$ cat config.mk
export PLATFORM = sky130hd
export DESIGN_NAME = tmc_tx_mod_regs
export DESIGN_NICKNAME = d
export VERILOG_FILES = /design/src/inc/tmc_pkg.sv /design/src/inc/tmc_search_if.sv /design/src/hdl/tmc_res_decode.sv /design/src/hdl/tmc_timing_search.sv /design/src/hdl/tmc_tx_mod_regs.sv
export SDC_FILE = /design/constraint.sdc
export NUM_CORES = 1
export LEC_CHECK = 0
export ABC_AREA = 0
export BUFFER_PORTS_ARGS = -buffer_cell sky130_fd_sc_hd__buf_4
export CORE_ASPECT_RATIO = 1.4
export CORE_MARGIN = 1.5
export CORE_UTILIZATION = 50
export DETAILED_ROUTE_END_ITERATION = 8
export PLACE_DENSITY = 0.84
export SYNTH_ARGS = -nofsm -noshare
export SYNTH_HDL_FRONTEND = slang
export SYNTH_SLANG_ARGS = --single-unit
export TNS_END_PERCENT = 5
$ cat constraint.sdc
create_clock -name CLK_IN -period 4.2 [get_ports CLK_IN]
set_input_delay 0.21 -clock CLK_IN [delete_from_list [all_inputs] [get_ports CLK_IN]]
set_output_delay 0.21 -clock CLK_IN [all_outputs]
set_load 0.01 [all_outputs]
$ cat src/inc/tmc_pkg.sv
// Shared constants for the transmitter modulation configuration registers.
// Assumes a 32-bit APB slave with word-aligned registers and a 125 MHz clock.
package tmc_pkg;
    localparam int ADDR_W = 12;

    // Register indices as printed; byte address is four times the index.
    localparam logic [7:0] IDX_AUX_MOD   = 8'h28;
    localparam logic [7:0] IDX_PT_MOD    = 8'h29;
    localparam logic [7:0] IDX_DRV_TIM   = 8'h29;
    localparam logic [7:0] IDX_OWN_CTRL  = 8'h30;
    localparam logic [7:0] IDX_OWN_STAT  = 8'h31;

    // Secondary register space sits above the primary one.
    localparam logic [ADDR_W-1:0] SPACE_B_BASE = 12'h400;

    localparam logic [ADDR_W-1:0] ADDR_PT_MOD   = {2'h0, IDX_PT_MOD, 2'h0};
    localparam logic [ADDR_W-1:0] ADDR_AUX_MOD  = SPACE_B_BASE | {2'h0, IDX_AUX_MOD, 2'h0};
    localparam logic [ADDR_W-1:0] ADDR_DRV_TIM  = SPACE_B_BASE | {2'h0, IDX_DRV_TIM, 2'h0};
    localparam logic [ADDR_W-1:0] ADDR_OWN_CTRL = SPACE_B_BASE | {2'h0, IDX_OWN_CTRL, 2'h0};
    localparam logic [ADDR_W-1:0] ADDR_OWN_STAT = SPACE_B_BASE | {2'h0, IDX_OWN_STAT, 2'h0};

    localparam logic [7:0] AUX_RESET     = 8'h10;
    localparam logic [7:0] AUX_WR_MASK   = 8'hf8;
    localparam logic [7:0] PT_RESET      = 8'h70;
    localparam logic [7:0] DRV_TIM_RESET = 8'h7c;

    localparam int AUX_REG_AM_DIS = 7;
    localparam int AUX_EXT_POL    = 6;
    localparam int AUX_EXT_EN     = 5;
    localparam int AUX_DRV_LM_EN  = 4;
    localparam int AUX_RESISTIVE_AM_ENABLE_EN  = 3;
    localparam int PT_MOD_MSB     = 7;
    localparam int PT_MOD_LSB     = 4;
    localparam int PT_UNMOD_MSB   = 3;
    localparam int PT_UNMOD_LSB   = 0;
    localparam int TIM_TGT_MSB    = 7;
    localparam int TIM_TGT_LSB    = 4;
    localparam int TIM_MAN_SEL    = 3;
    localparam int TIM_CODE_MSB   = 2;
    localparam int CTRL_START     = 0;
    localparam int STAT_BUSY      = 3;
    localparam int STAT_DONE      = 4;
    localparam int STAT_REACHED   = 5;
    localparam int STAT_EFF_LSB   = 8;

    typedef enum logic [2:0] {
        TMC_TIM_SLOW   = 3'b000,
        TMC_TIM_MSLOW  = 3'b001,
        TMC_TIM_NOM    = 3'b010,
        TMC_TIM_MFAST  = 3'b011,
        TMC_TIM_FAST   = 3'b100
    } tmc_timing_t;

    typedef enum logic [1:0] {
        TMC_SRCH_IDLE    = 2'b00,
        TMC_SRCH_SETTLE  = 2'b01,
        TMC_SRCH_MEASURE = 2'b10
    } tmc_srch_state_t;

    localparam logic [3:0] RES_CODE_HIGHZ = 4'hf;
    localparam logic [3:0] RES_CODE_MIN   = 4'h0;
endpackage

$ cat src/inc/tmc_search_if.sv
// Carries the handshake between the register bank and the transient search.
// Assumes both ends run on the same clock.
`timescale 1ns/1ps
interface tmc_search_if;
    logic                 start;
    logic                 rf_tick;
    logic [3:0]           ratio;
    logic [3:0]           target;
    logic                 busy;
    logic                 done;
    logic                 reached;
    tmc_pkg::tmc_timing_t acq_code;

    modport ctrl (output start, rf_tick, ratio, target,
                  input  busy, done, reached, acq_code);
    modport srch (input  start, rf_tick, ratio, target,
                  output busy, done, reached, acq_code);
endinterface

$ cat src/hdl/tmc_res_decode.sv
// Maps a 4-bit passive resistance code to normalized resistance in tenths.
// Assumes the caller registers the result.
`timescale 1ns/1ps
module tmc_res_decode (
    input  wire logic [3:0]  code_in,
    output logic      [11:0] res_x10_out,
    output logic             high_z_out
);
    function automatic logic [11:0] res_of(input logic [3:0] c);
        unique case (c)
            4'h0: res_of = 12'h00a;
            4'h1: res_of = 12'h014;
            4'h2: res_of = 12'h029;
            4'h3: res_of = 12'h053;
            4'h4: res_of = 12'h07a;
            4'h5: res_of = 12'h0ab;
            4'h6: res_of = 12'h100;
            4'h7: res_of = 12'h140;
            4'h8: res_of = 12'h16e;
            4'h9: res_of = 12'h1ab;
            4'ha: res_of = 12'h200;
            4'hb: res_of = 12'h280;
            4'hc: res_of = 12'h355;
            4'hd: res_of = 12'h500;
            4'he: res_of = 12'ha00;
            4'hf: res_of = 12'hfff;
        endcase
    endfunction

    // RULE8 increasing resistance table
    assign res_x10_out = res_of(code_in);
    assign high_z_out  = (code_in == tmc_pkg::RES_CODE_HIGHZ);
endmodule

$ cat src/hdl/tmc_timing_search.sv
// Automatic driver transient search, stepping from slowest to fastest.
// Assumes rf_tick is a one-cycle pulse once per RF period.
`timescale 1ns/1ps
module tmc_timing_search (
    input  wire logic   CLK_IN,
    input  wire logic   RST_N_IN,
    tmc_search_if.srch  sif
);
    tmc_pkg::tmc_srch_state_t state;

    // One period settles each step and the next measures it, so five steps
    // fit in ten RF periods.
    always_ff @(posedge CLK_IN or negedge RST_N_IN) begin
        if (!RST_N_IN) begin
            state        <= tmc_pkg::TMC_SRCH_IDLE;
            sif.acq_code <= tmc_pkg::TMC_TIM_SLOW;
            sif.done     <= 1'b0;
            sif.reached  <= 1'b0;
        end else if (sif.start) begin
            // RULE10 start at slowest
            state        <= tmc_pkg::TMC_SRCH_SETTLE;
            sif.acq_code <= tmc_pkg::TMC_TIM_SLOW;
            sif.done     <= 1'b0;
            sif.reached  <= 1'b0;
        end else if (sif.rf_tick) begin
            unique case (state)
                tmc_pkg::TMC_SRCH_IDLE: begin
                    state <= tmc_pkg::TMC_SRCH_IDLE;
                end
                tmc_pkg::TMC_SRCH_SETTLE: begin
                    state <= tmc_pkg::TMC_SRCH_MEASURE;
                end
                tmc_pkg::TMC_SRCH_MEASURE: begin
                    // RULE10 stop when reached
                    if (sif.ratio >= sif.target) begin
                        state       <= tmc_pkg::TMC_SRCH_IDLE;
                        sif.done    <= 1'b1;
                        sif.reached <= 1'b1;
                    // RULE11 five steps bound
                    end else if (sif.acq_code == tmc_pkg::TMC_TIM_FAST) begin
                        state    <= tmc_pkg::TMC_SRCH_IDLE;
                        sif.done <= 1'b1;
                    end else begin
                        state        <= tmc_pkg::TMC_SRCH_SETTLE;
                        sif.acq_code <= tmc_pkg::tmc_timing_t'(sif.acq_code + 3'h1);
                    end
                end
                default: begin
                    state <= tmc_pkg::TMC_SRCH_IDLE;
                end
            endcase
        end
    end

    assign sif.busy = (state != tmc_pkg::TMC_SRCH_IDLE);
endmodule

$ cat src/hdl/tmc_tx_mod_regs.sv
// Transmitter modulation and driver timing configuration registers.
// Assumes an APB master on CLK_IN and a modulation signal synchronous to it.
`timescale 1ns/1ps

// What this block does
// RULE1: clearing bit 7 enables regulator AM using the depth index; setting disables.
// RULE2: bit 6 clear makes the load modulation pin active high, set active low.
// RULE3: load modulation pin is driven only while bit 5 is set.
// RULE4: bit 4, set after reset, enables driver load modulation with passive codes.
// RULE5: bit 3 enables resistive AM using the resistive AM level.
// RULE6: upper nibble is modulated resistance, lower nibble unmodulated.
// RULE7: software programs both codes before entering passive target mode.
// RULE8: codes 0 to 14 rise from 1.0 to 256.0; code 15 is high impedance.
// RULE9: bits 7 to 4 hold the target count of non-overlap times per RF period.
// RULE10: search starts slowest, steps faster while below target, stops at target.
// RULE11: search uses five steps and finishes within ten RF periods.
// RULE12: bit 3 picks acquired timing when clear, manual when set; resets set.
// RULE13: manual code 000 slow to 011 medium fast, 1xx fast, only when manual.
// RULE14: reserved bits of the auxiliary register read zero and do nothing.
module tmc_tx_mod_regs (
    input  wire logic        CLK_IN,
    input  wire logic        RST_N_IN,
    input  wire logic        PSEL_IN,
    input  wire logic        PENABLE_IN,
    input  wire logic        PWRITE_IN,
    input  wire logic [11:0] PADDR_IN,
    input  wire logic [31:0] PWDATA_IN,
    output logic      [31:0] PRDATA_OUT,
    output logic             PREADY_OUT,
    output logic             PSLVERR_OUT,
    input  wire logic        MOD_IN,
    input  wire logic        PASSIVE_TARGET_MODE_IN,
    input  wire logic [3:0]  AM_DEPTH_INDEX_IN,
    input  wire logic [6:0]  RESISTIVE_AM_LEVEL_IN,
    input  wire logic        RF_PERIOD_TICK_IN,
    input  wire logic [3:0]  RATIO_MEAS_IN,
    output logic             REG_AM_ACTIVE_OUT,
    output logic      [3:0]  AM_DEPTH_OUT,
    output logic             RESISTIVE_AM_ENABLE_ACTIVE_OUT,
    output logic      [6:0]  RESISTIVE_AM_ENABLE_LEVEL_OUT,
    output logic             DRV_LOAD_MOD_ACTIVE_OUT,
    output logic      [3:0]  DRV_RES_CODE_OUT,
    output logic      [11:0] DRV_RES_X10_OUT,
    output logic             DRV_HIGHZ_OUT,
    output logic             LOAD_MOD_OUTPUT_PIN_OUT,
    output logic             LOAD_MOD_OUTPUT_PIN_OE_OUT,
    output logic      [2:0]  DRV_TIMING_OUT
);
    logic [7:0]  auxiliary_modulation_setting;
    logic [7:0]  passive_target_modulation;
    logic [7:0]  driver_timing_control;
    logic [31:0] rd_word;
    logic        rd_hit;
    logic        setup;
    logic        wr_en;
    logic [3:0]  next_res_code;
    logic [11:0] res_x10;
    logic        res_highz;
    logic [2:0]  manual_code;
    logic [2:0]  next_timing;
    logic        modulating;
    logic        passive_lm;

    tmc_search_if sif ();

    function automatic logic hit(input logic [11:0] a,
                                 input logic [11:0] reg_addr);
        hit = (a == reg_addr);
    endfunction

    assign setup = PSEL_IN && !PENABLE_IN;
    assign wr_en = PSEL_IN && PENABLE_IN && PWRITE_IN;

    // Zero-wait slave: read data is captured in the setup cycle, so the
    // access phase can answer at once from flip-flops.
    assign PREADY_OUT = 1'b1;

    // Register writes take effect at the completing edge of the access.
    always_ff @(posedge CLK_IN or negedge RST_N_IN) begin
        if (!RST_N_IN) begin
            auxiliary_modulation_setting <= tmc_pkg::AUX_RESET;
        end else if (wr_en && hit(PADDR_IN, tmc_pkg::ADDR_AUX_MOD)) begin
            // RULE14 reserved bits dropped
            auxiliary_modulation_setting <= PWDATA_IN[7:0] & tmc_pkg::AUX_WR_MASK;
        end
    end

    always_ff @(posedge CLK_IN or negedge RST_N_IN) begin
        if (!RST_N_IN) begin
            passive_target_modulation <= tmc_pkg::PT_RESET;
        end else if (wr_en && hit(PADDR_IN, tmc_pkg::ADDR_PT_MOD)) begin
            passive_target_modulation <= PWDATA_IN[7:0];
        end
    end

    always_ff @(posedge CLK_IN or negedge RST_N_IN) begin
        if (!RST_N_IN) begin
            // RULE12 resets to manual
            driver_timing_control <= tmc_pkg::DRV_TIM_RESET;
        end else if (wr_en && hit(PADDR_IN, tmc_pkg::ADDR_DRV_TIM)) begin
            driver_timing_control <= PWDATA_IN[7:0];
        end
    end

    // The start bit is a write-one pulse and is never stored.
    assign sif.start = wr_en && hit(PADDR_IN, tmc_pkg::ADDR_OWN_CTRL)
                       && PWDATA_IN[tmc_pkg::CTRL_START];
    assign sif.rf_tick = RF_PERIOD_TICK_IN;
    assign sif.ratio   = RATIO_MEAS_IN;
    // RULE9 target ratio field
    assign sif.target  = driver_timing_control[tmc_pkg::TIM_TGT_MSB:tmc_pkg::TIM_TGT_LSB];

    tmc_timing_search u_search (
        .CLK_IN   (CLK_IN),
        .RST_N_IN (RST_N_IN),
        .sif      (sif.srch)
    );

    always_comb begin
        rd_word = 32'h0;
        rd_hit  = 1'b1;
        if (hit(PADDR_IN, tmc_pkg::ADDR_AUX_MOD)) begin
            // RULE14 reserved read zero
            rd_word[7:0] = auxiliary_modulation_setting & tmc_pkg::AUX_WR_MASK;
        end else if (hit(PADDR_IN, tmc_pkg::ADDR_PT_MOD)) begin
            rd_word[7:0] = passive_target_modulation;
        end else if (hit(PADDR_IN, tmc_pkg::ADDR_DRV_TIM)) begin
            rd_word[7:0] = driver_timing_control;
        end else if (hit(PADDR_IN, tmc_pkg::ADDR_OWN_CTRL)) begin
            rd_word = 32'h0;
        end else if (hit(PADDR_IN, tmc_pkg::ADDR_OWN_STAT)) begin
            rd_word[2:0] = sif.acq_code;
            rd_word[tmc_pkg::STAT_BUSY]    = sif.busy;
            rd_word[tmc_pkg::STAT_DONE]    = sif.done;
            rd_word[tmc_pkg::STAT_REACHED] = sif.reached;
            rd_word[tmc_pkg::STAT_EFF_LSB +: 3] = DRV_TIMING_OUT;
        end else begin
            rd_hit = 1'b0;
        end
    end

    always_ff @(posedge CLK_IN or negedge RST_N_IN) begin
        if (!RST_N_IN) begin
            PRDATA_OUT  <= 32'h0;
            PSLVERR_OUT <= 1'b0;
        end else if (setup) begin
            PRDATA_OUT  <= PWRITE_IN ? 32'h0 : rd_word;
            PSLVERR_OUT <= !rd_hit;
        end
    end

    assign modulating = MOD_IN;
    // RULE4 driver load modulation
    assign passive_lm = PASSIVE_TARGET_MODE_IN
                        && auxiliary_modulation_setting[tmc_pkg::AUX_DRV_LM_EN];

    always_comb begin
        next_res_code = tmc_pkg::RES_CODE_MIN;
        if (passive_lm) begin
            // RULE6 nibble per state
            if (modulating) begin
                next_res_code = passive_target_modulation[tmc_pkg::PT_MOD_MSB:
                                                          tmc_pkg::PT_MOD_LSB];
            end else begin
                next_res_code = passive_target_modulation[tmc_pkg::PT_UNMOD_MSB:
                                                          tmc_pkg::PT_UNMOD_LSB];
            end
        end
    end

    tmc_res_decode u_res (
        .code_in     (next_res_code),
        .res_x10_out (res_x10),
        .high_z_out  (res_highz)
    );

    assign manual_code = driver_timing_control[tmc_pkg::TIM_CODE_MSB:0];

    always_comb begin
        // RULE13 manual code decode
        if (driver_timing_control[tmc_pkg::TIM_MAN_SEL]) begin
            if (manual_code[2]) begin
                next_timing = tmc_pkg::TMC_TIM_FAST;
            end else begin
                next_timing = manual_code;
            end
        // RULE12 acquired timing select
        end else begin
            next_timing = sif.acq_code;
        end
    end

    always_ff @(posedge CLK_IN or negedge RST_N_IN) begin
        if (!RST_N_IN) begin
            DRV_TIMING_OUT <= tmc_pkg::TMC_TIM_FAST;
        end else begin
            DRV_TIMING_OUT <= next_timing;
        end
    end

    always_ff @(posedge CLK_IN or negedge RST_N_IN) begin
        if (!RST_N_IN) begin
            DRV_LOAD_MOD_ACTIVE_OUT <= 1'b0;
            DRV_RES_CODE_OUT        <= tmc_pkg::RES_CODE_MIN;
            DRV_RES_X10_OUT         <= 12'h00a;
            DRV_HIGHZ_OUT           <= 1'b0;
        end else begin
            DRV_LOAD_MOD_ACTIVE_OUT <= passive_lm && modulating;
            DRV_RES_CODE_OUT        <= next_res_code;
            // RULE8 resistance and high impedance
            DRV_RES_X10_OUT         <= res_x10;
            DRV_HIGHZ_OUT           <= res_highz;
        end
    end

    // Reader-side amplitude modulation only applies outside passive target mode.
    always_ff @(posedge CLK_IN or negedge RST_N_IN) begin
        if (!RST_N_IN) begin
            REG_AM_ACTIVE_OUT <= 1'b0;
            AM_DEPTH_OUT      <= 4'h0;
            RESISTIVE_AM_ENABLE_ACTIVE_OUT <= 1'b0;
            RESISTIVE_AM_ENABLE_LEVEL_OUT  <= 7'h00;
        end else begin
            // RULE1 regulator AM inverted enable
            REG_AM_ACTIVE_OUT <= !PASSIVE_TARGET_MODE_IN && modulating
                && !auxiliary_modulation_setting[tmc_pkg::AUX_REG_AM_DIS];
            AM_DEPTH_OUT      <= AM_DEPTH_INDEX_IN;
            // RULE5 resistive AM level
            RESISTIVE_AM_ENABLE_ACTIVE_OUT <= !PASSIVE_TARGET_MODE_IN && modulating
                && auxiliary_modulation_setting[tmc_pkg::AUX_RESISTIVE_AM_ENABLE_EN];
            RESISTIVE_AM_ENABLE_LEVEL_OUT  <= RESISTIVE_AM_LEVEL_IN;
        end
    end

    always_ff @(posedge CLK_IN or negedge RST_N_IN) begin
        if (!RST_N_IN) begin
            LOAD_MOD_OUTPUT_PIN_OUT    <= 1'b0;
            LOAD_MOD_OUTPUT_PIN_OE_OUT <= 1'b0;
        end else begin
            // RULE2 pin polarity
            LOAD_MOD_OUTPUT_PIN_OUT <= modulating
                ^ auxiliary_modulation_setting[tmc_pkg::AUX_EXT_POL];
            // RULE3 pin driven when enabled
            LOAD_MOD_OUTPUT_PIN_OE_OUT <= auxiliary_modulation_setting[tmc_pkg::AUX_EXT_EN];
        end
    end
endmodule

# Word level (Yosys, flattened, before mapping)
# Memory sizes are Yosys's and may differ from the RTL's. A register that Yosys moved wholly into a read port is not among the register bits.
# Index checks and enable logic that the tools add are counted.
# word_totals
memories	1
inputBits	67
output_inout_bits	70
reg_bits	85
romBits	192
# op_classes
n_eq_ne	11
n_addsub	1
n_reduce_logical	26
muxes	39
order_cmp	1
bitwise_logic	1
# mem_list
memory	depth	word_bits	rd	rd_ports_with_merged_regs	wr	line_no	rtl
(name not given)	16	12	1	1	0	tmc_res_decode.sv:10	unique case (c)
# ops
cell	n
equality test 12 x 11 -> 1 bit (second input constant)	4
2-to-1 mux 3 bit	11
2-to-1 mux 32 bit	1
2-to-1 mux 24 bit	1
2-to-1 mux 8 bit	3
2-to-1 mux 1 bit	15
logical AND 1 bit	13
equality test 12 x 8 -> 1 bit (second input constant)	1
2-to-1 mux 6 bit	2
2-to-1 mux 4 bit	2
nonzero test 2 bit	4
2-to-1 mux 2 bit	3
AND reduction 3 bit	2
zero test 1 bit	5
equality test 4 bit (second input constant)	1
>= comparator 4 bit	1
inequality test 2 bit (second input constant)	2
one-hot mux 2 bit (2 select lines)	1
AND reduction 4 bit	1
adder 3 x 1 -> 3 bit (second input constant)	1
equality test 3 bit (second input constant)	1
nonzero test 3 bit	1
equality test 2 x 1 -> 1 bit (second input constant)	1
equality test 2 bit (second input constant)	1
XOR 1 bit	1

# Depth between registers and ports, before layout
# logic_depth
word_depth	7
ltp_mapped	9

# Hierarchy
# A second synthesis with hierarchy kept.
# hier_totals
hier_cells	315
area_unflattened_um2	3662.3
# modules_own_cells
mod	cells_each	area_per_inst_um2	instances
tmc_tx_mod_regs	218	2859.0	1
tmc_timing_search	50	451.7	1
tmc_res_decode	47	351.6	1

# Worst setup path before layout
# OpenSTA, ideal clock, no wires.
# synth_timing
kind	reg2reg
start	register auxiliary_modulation_setting[4]
end	register DRV_RES_X10_OUT[6]
arrival_time_ps	1798
t_required_ps	4078
path_stages_with_launch	7
setup_ps	122
setup_slack_ps	2280
cell_sequence	dfstp_2 > nand2_1 > nor2_1 > ha_1 > nand2_1 > o21ai_0 > a32o_1
# synth_via
elab_chain_len	2
# synth_rtl
element	line_no	rtl
from (decl)	tmc_tx_mod_regs.sv:49	logic [7:0] auxiliary_modulation_setting;
from (signal assigned)	tmc_tx_mod_regs.sv:81	auxiliary_modulation_setting <= tmc_pkg::AUX_RESET;
from (signal assigned)	tmc_tx_mod_regs.sv:84	auxiliary_modulation_setting <= PWDATA_IN[7:0] & tmc_pkg::AUX_WR_MASK;
logical AND 1 bit	tmc_tx_mod_regs.sv:155	&& auxiliary_modulation_setting[tmc_pkg::AUX_DRV_LM_EN];
2-to-1 mux 4 bit	tmc_tx_mod_regs.sv:159	if (passive_lm) begin
named net next_res_code[1]	tmc_tx_mod_regs.sv:56	logic [3:0] next_res_code;
to (decl)	tmc_tx_mod_regs.sv:43	output logic [11:0] DRV_RES_X10_OUT,
# The timed path passes the listed nets, and every way through them passes these cells.
# A chain may end at the register's enable or synchronous reset.

# Worst setup path in the final report
# Same ends and word-level chain as after synthesis.

==> flow_metrics.py <==
metrics = {
    "cts": {
        "numClockSinks": 76,
        "htree_levels": 3,
        "clock_latency_ps": 350,
        "cts-root-buf": "clkbuf_8",
        "cts_buffers": 9,
        "path_clk_slew_ps": 70,
        "cts_tree": "built",
        "clock_path_buffers": 2,
        "post_cts_resized": 0,
    },
    "power_and_ir_drop": {
        "power.density_nw_per_um2": 295,
        "leakagePower_nw": 2.29,
        "ir_drop_mv": 0.148,
    },
    "yosys": {
        "ys.flop_type": "dfrtp_1",
        "synthTopCellsByArea": "dfrtp_1 (44%), dfstp_2 (8.6%), mux2_2 (5.8%)",
        "syn_inst": 315,
        "seq_area_frac_synth_pct": 52.1,
        "yosysMostFrequentCell": "dfrtp_1",
        "ys_seq_elements": 76,
        "synth_common_cells": "dfrtp_1 (64), nand2_1 (28), buf_4 (25)",
        "synth_top_area_cell": "dfrtp_1",
        "synthArstFlopShare_pct": 100,
        "synth.distinct_cells": 52,
        "ys_warn_count": 0,
        "syn_avg_cell_area_um2": 11.7,
        "synth_top_area_share_pct": 43.5,
        "synth_area_um2": 3680,
        "synth_edf_count": 0,
    },
    "critical_path": {
        "cp-end-kind": "flip-flop",
        "crit_path_max_fanout": 10,
        "setup.worst_path.class": "flip-flop to flip-flop",
        "cp-start-kind": "flip-flop",
        "crit_arrival_ps": 2520,
        "cp.required_ps": 4430,
    },
    "global_route": {
        "grt_overflow": 0,
        "grt.total_usage_pct": 21.2,
        "grt_pass1_wl_um": 12500,
        "grt_max_degree": 77,
        "antenna_found_initial": 0,
        "grt_pass1_vias": 2741,
    },
    "sta": {
        "hold_viol_final": 20,
        "fin_tns_setup_ps": 0,
        "setup_violations": 0,
        "finalCriticalPeriod_ps": 2290,
        "fin_ws_ps": 1910,
        "worst_pin_slew_ps": 893,
        "rsz0062_at_grt": "no",
        "slew_headroom_pct": 40.5,
        "drv_slew": 0,
        "min_period_over_period_pct": 54.5,
        "skew_ps": 10.3,
        "max_freq_mhz": 437,
        "holdWs_ps": -16.4,
    },
    "status": {
        "status": "finished with violations",
        "violations": "negative hold slack",
    },
    "layout": {
        "fin_util_pct": 65.7,
        "antennaDiodeCount": 0,
        "fill_cells": 544,
        "area_growth_pct": 25.4,
        "drive_gt1_share_pct": 36.5,
        "nets": 495,
    },
    "floorplan": {
        "die_h_um": 104,
        "placementRows": 36,
        "start_util_pct": 52.4,
        "pin_count": 137,
        "die-width_um": 75.5,
        "core_area_um2": 7030,
        "die_area_um2": 7890,
    },
    "drt": {
        "drt_iter0_drc": 124,
        "vias": 2664,
        "drtAntennaViolNets": 0,
        "vias_per_cell": 5.15,
        "dr.pass1.iters": 5,
        "routedWlPerCell_um": 14.8,
        "drcViolationCount": 0,
        "wirelength_um": 7650,
    },
    "placed_design": {
        "dp_slack_ps": 2000,
        "port_buffers": 90,
        "gp_congestion": 0.859,
        "place_hpwl_um": 5790,
    },
    "worst_hold_path": {
        "hp-class": "input port to asynchronous set/reset pin",
    },
    "run": {
        "drv_cap": 0,
    },
}
==> per-layer routing <==
| metal | wire length (µm) | up-vias | GRT usage [%] |
|---|---|---|---|
| met1 | 2740 | 1269 | 23.2 |
| met5 | 0 | - | 0 |
| met2 | 4110 | 117 | 36.0 |
| li1 | - | 1252 | - |
| met4 | 304 | 0 | 11.2 |
| met3 | 483 | 26 | 5.43 |
==> timing repair <==
action	4_1_cts	5_1_grt
endpoints found under the setup margin	0	0
hold endpoints to repair	11	0
hold buffers	11	0
buffers inserted	0	0
==> critical path, stage by stage (launching register included) <==
cell,delay (ps)
dfstp_2,610
nand2_1,150
nor2_1,530
ha_1,400
nand2_1,120
o21ai_0,90
a32o_1,280
==> cells in the final DEF (no fill, tap or decap), types with 9 or more instances in the layout <==
cell / n
ha_1: 11
nor2_1: 23
conb_1: 22
a21oi_1: 16
o21ai_1: 9
clkbuf_8: 12
o21ai_0: 13
dfrtp_1: 64
inv_1: 12
dfstp_2: 12
mux2_2: 19
dlygate4sd3_1: 11
nand2_1: 28
buf_4: 90
==> cell families after synthesis <==
| kind of cell | share of synthesized area (%) |
|---|---|
| AND/OR/NAND/NOR | 13.9 |
| XOR/XNOR | 0.953 |
| multiplexers | 10.5 |
| AO/OA/AOI/OAI | 11.1 |
| buffers and inverters | 7.45 |
| other | 0.204 |
| adder cells (fa/ha/maj) | 3.74 |
| flip-flops | 52.1 |
==> sequential cells by signal (all words and copies together) (netlist names), 4 cells and up <==
signal                         cells
AM_DEPTH_OUT                       4
DRV_RES_CODE_OUT                   4
DRV_RES_X10_OUT                   12
PRDATA_OUT                        11
RESISTIVE_AM_ENABLE_LEVEL_OUT      7
auxiliary_modulation_setting       5
driver_timing_control              8
passive_target_modulation          8
==> path summary, 6_finish.rpt <==
| kind | slack, ps | depth (start not counted) | end | from |
|---|---|---|---|---|
| max | 1910 | 6 | DRV_RES_X10_OUT[6] | auxiliary_modulation_setting[4] |
| min | -20 | 1 | RESISTIVE_AM_ENABLE_LEVEL_OUT[2] | RST_N_IN |
| max reg2reg | 1910 | 6 | DRV_RES_X10_OUT[6] | auxiliary_modulation_setting[4] |
| min reg2reg | 450 | 0 | LOAD_MOD_OUTPUT_PIN_OE_OUT | auxiliary_modulation_setting[5] |
| max in group asynchronous | 3640 | 1 | REG_AM_ACTIVE_OUT | RST_N_IN |
| min in group CLK_IN | 90 | 2 | REG_AM_ACTIVE_OUT | PASSIVE_TARGET_MODE_IN |
==> power breakdown <==
part | total, mW | leakage [nW] | switching [mW] | internal, mW
registers | 0.743 | 0.977 | 0.00253 | 0.740
clock network | 0.505 | 0.0900 | 0.242 | 0.264
logic | 0.113 | 1.22 | 0.0603 | 0.0529
==> per-stage QoR <==
stage	instances	cell area, µm²	hold WS, ps	power, mW
floorplan	335	3750	-85.6	0.812
global placement	490	4320	320	0.859
detailed placement	490	4320	321	0.862
CTS	517	4610	4.89	1.38
global route	517	4610	65.2	1.41
finish	517	4610	-16.4	1.36
==> area by class of cell <==
type	count	area (µm²)	share of cell area, %
sequential	76	1920	41.6
multi-input combinational	217	1560	33.9
timing repair buffer	101	786	17.0
clock buffer	15	176	3.82
tap	95	119	2.58
inverter	12	45.0	0.976
clock inverter	1	7.51	0.163
No activity file was read; power rests on OpenSTA's default activity.
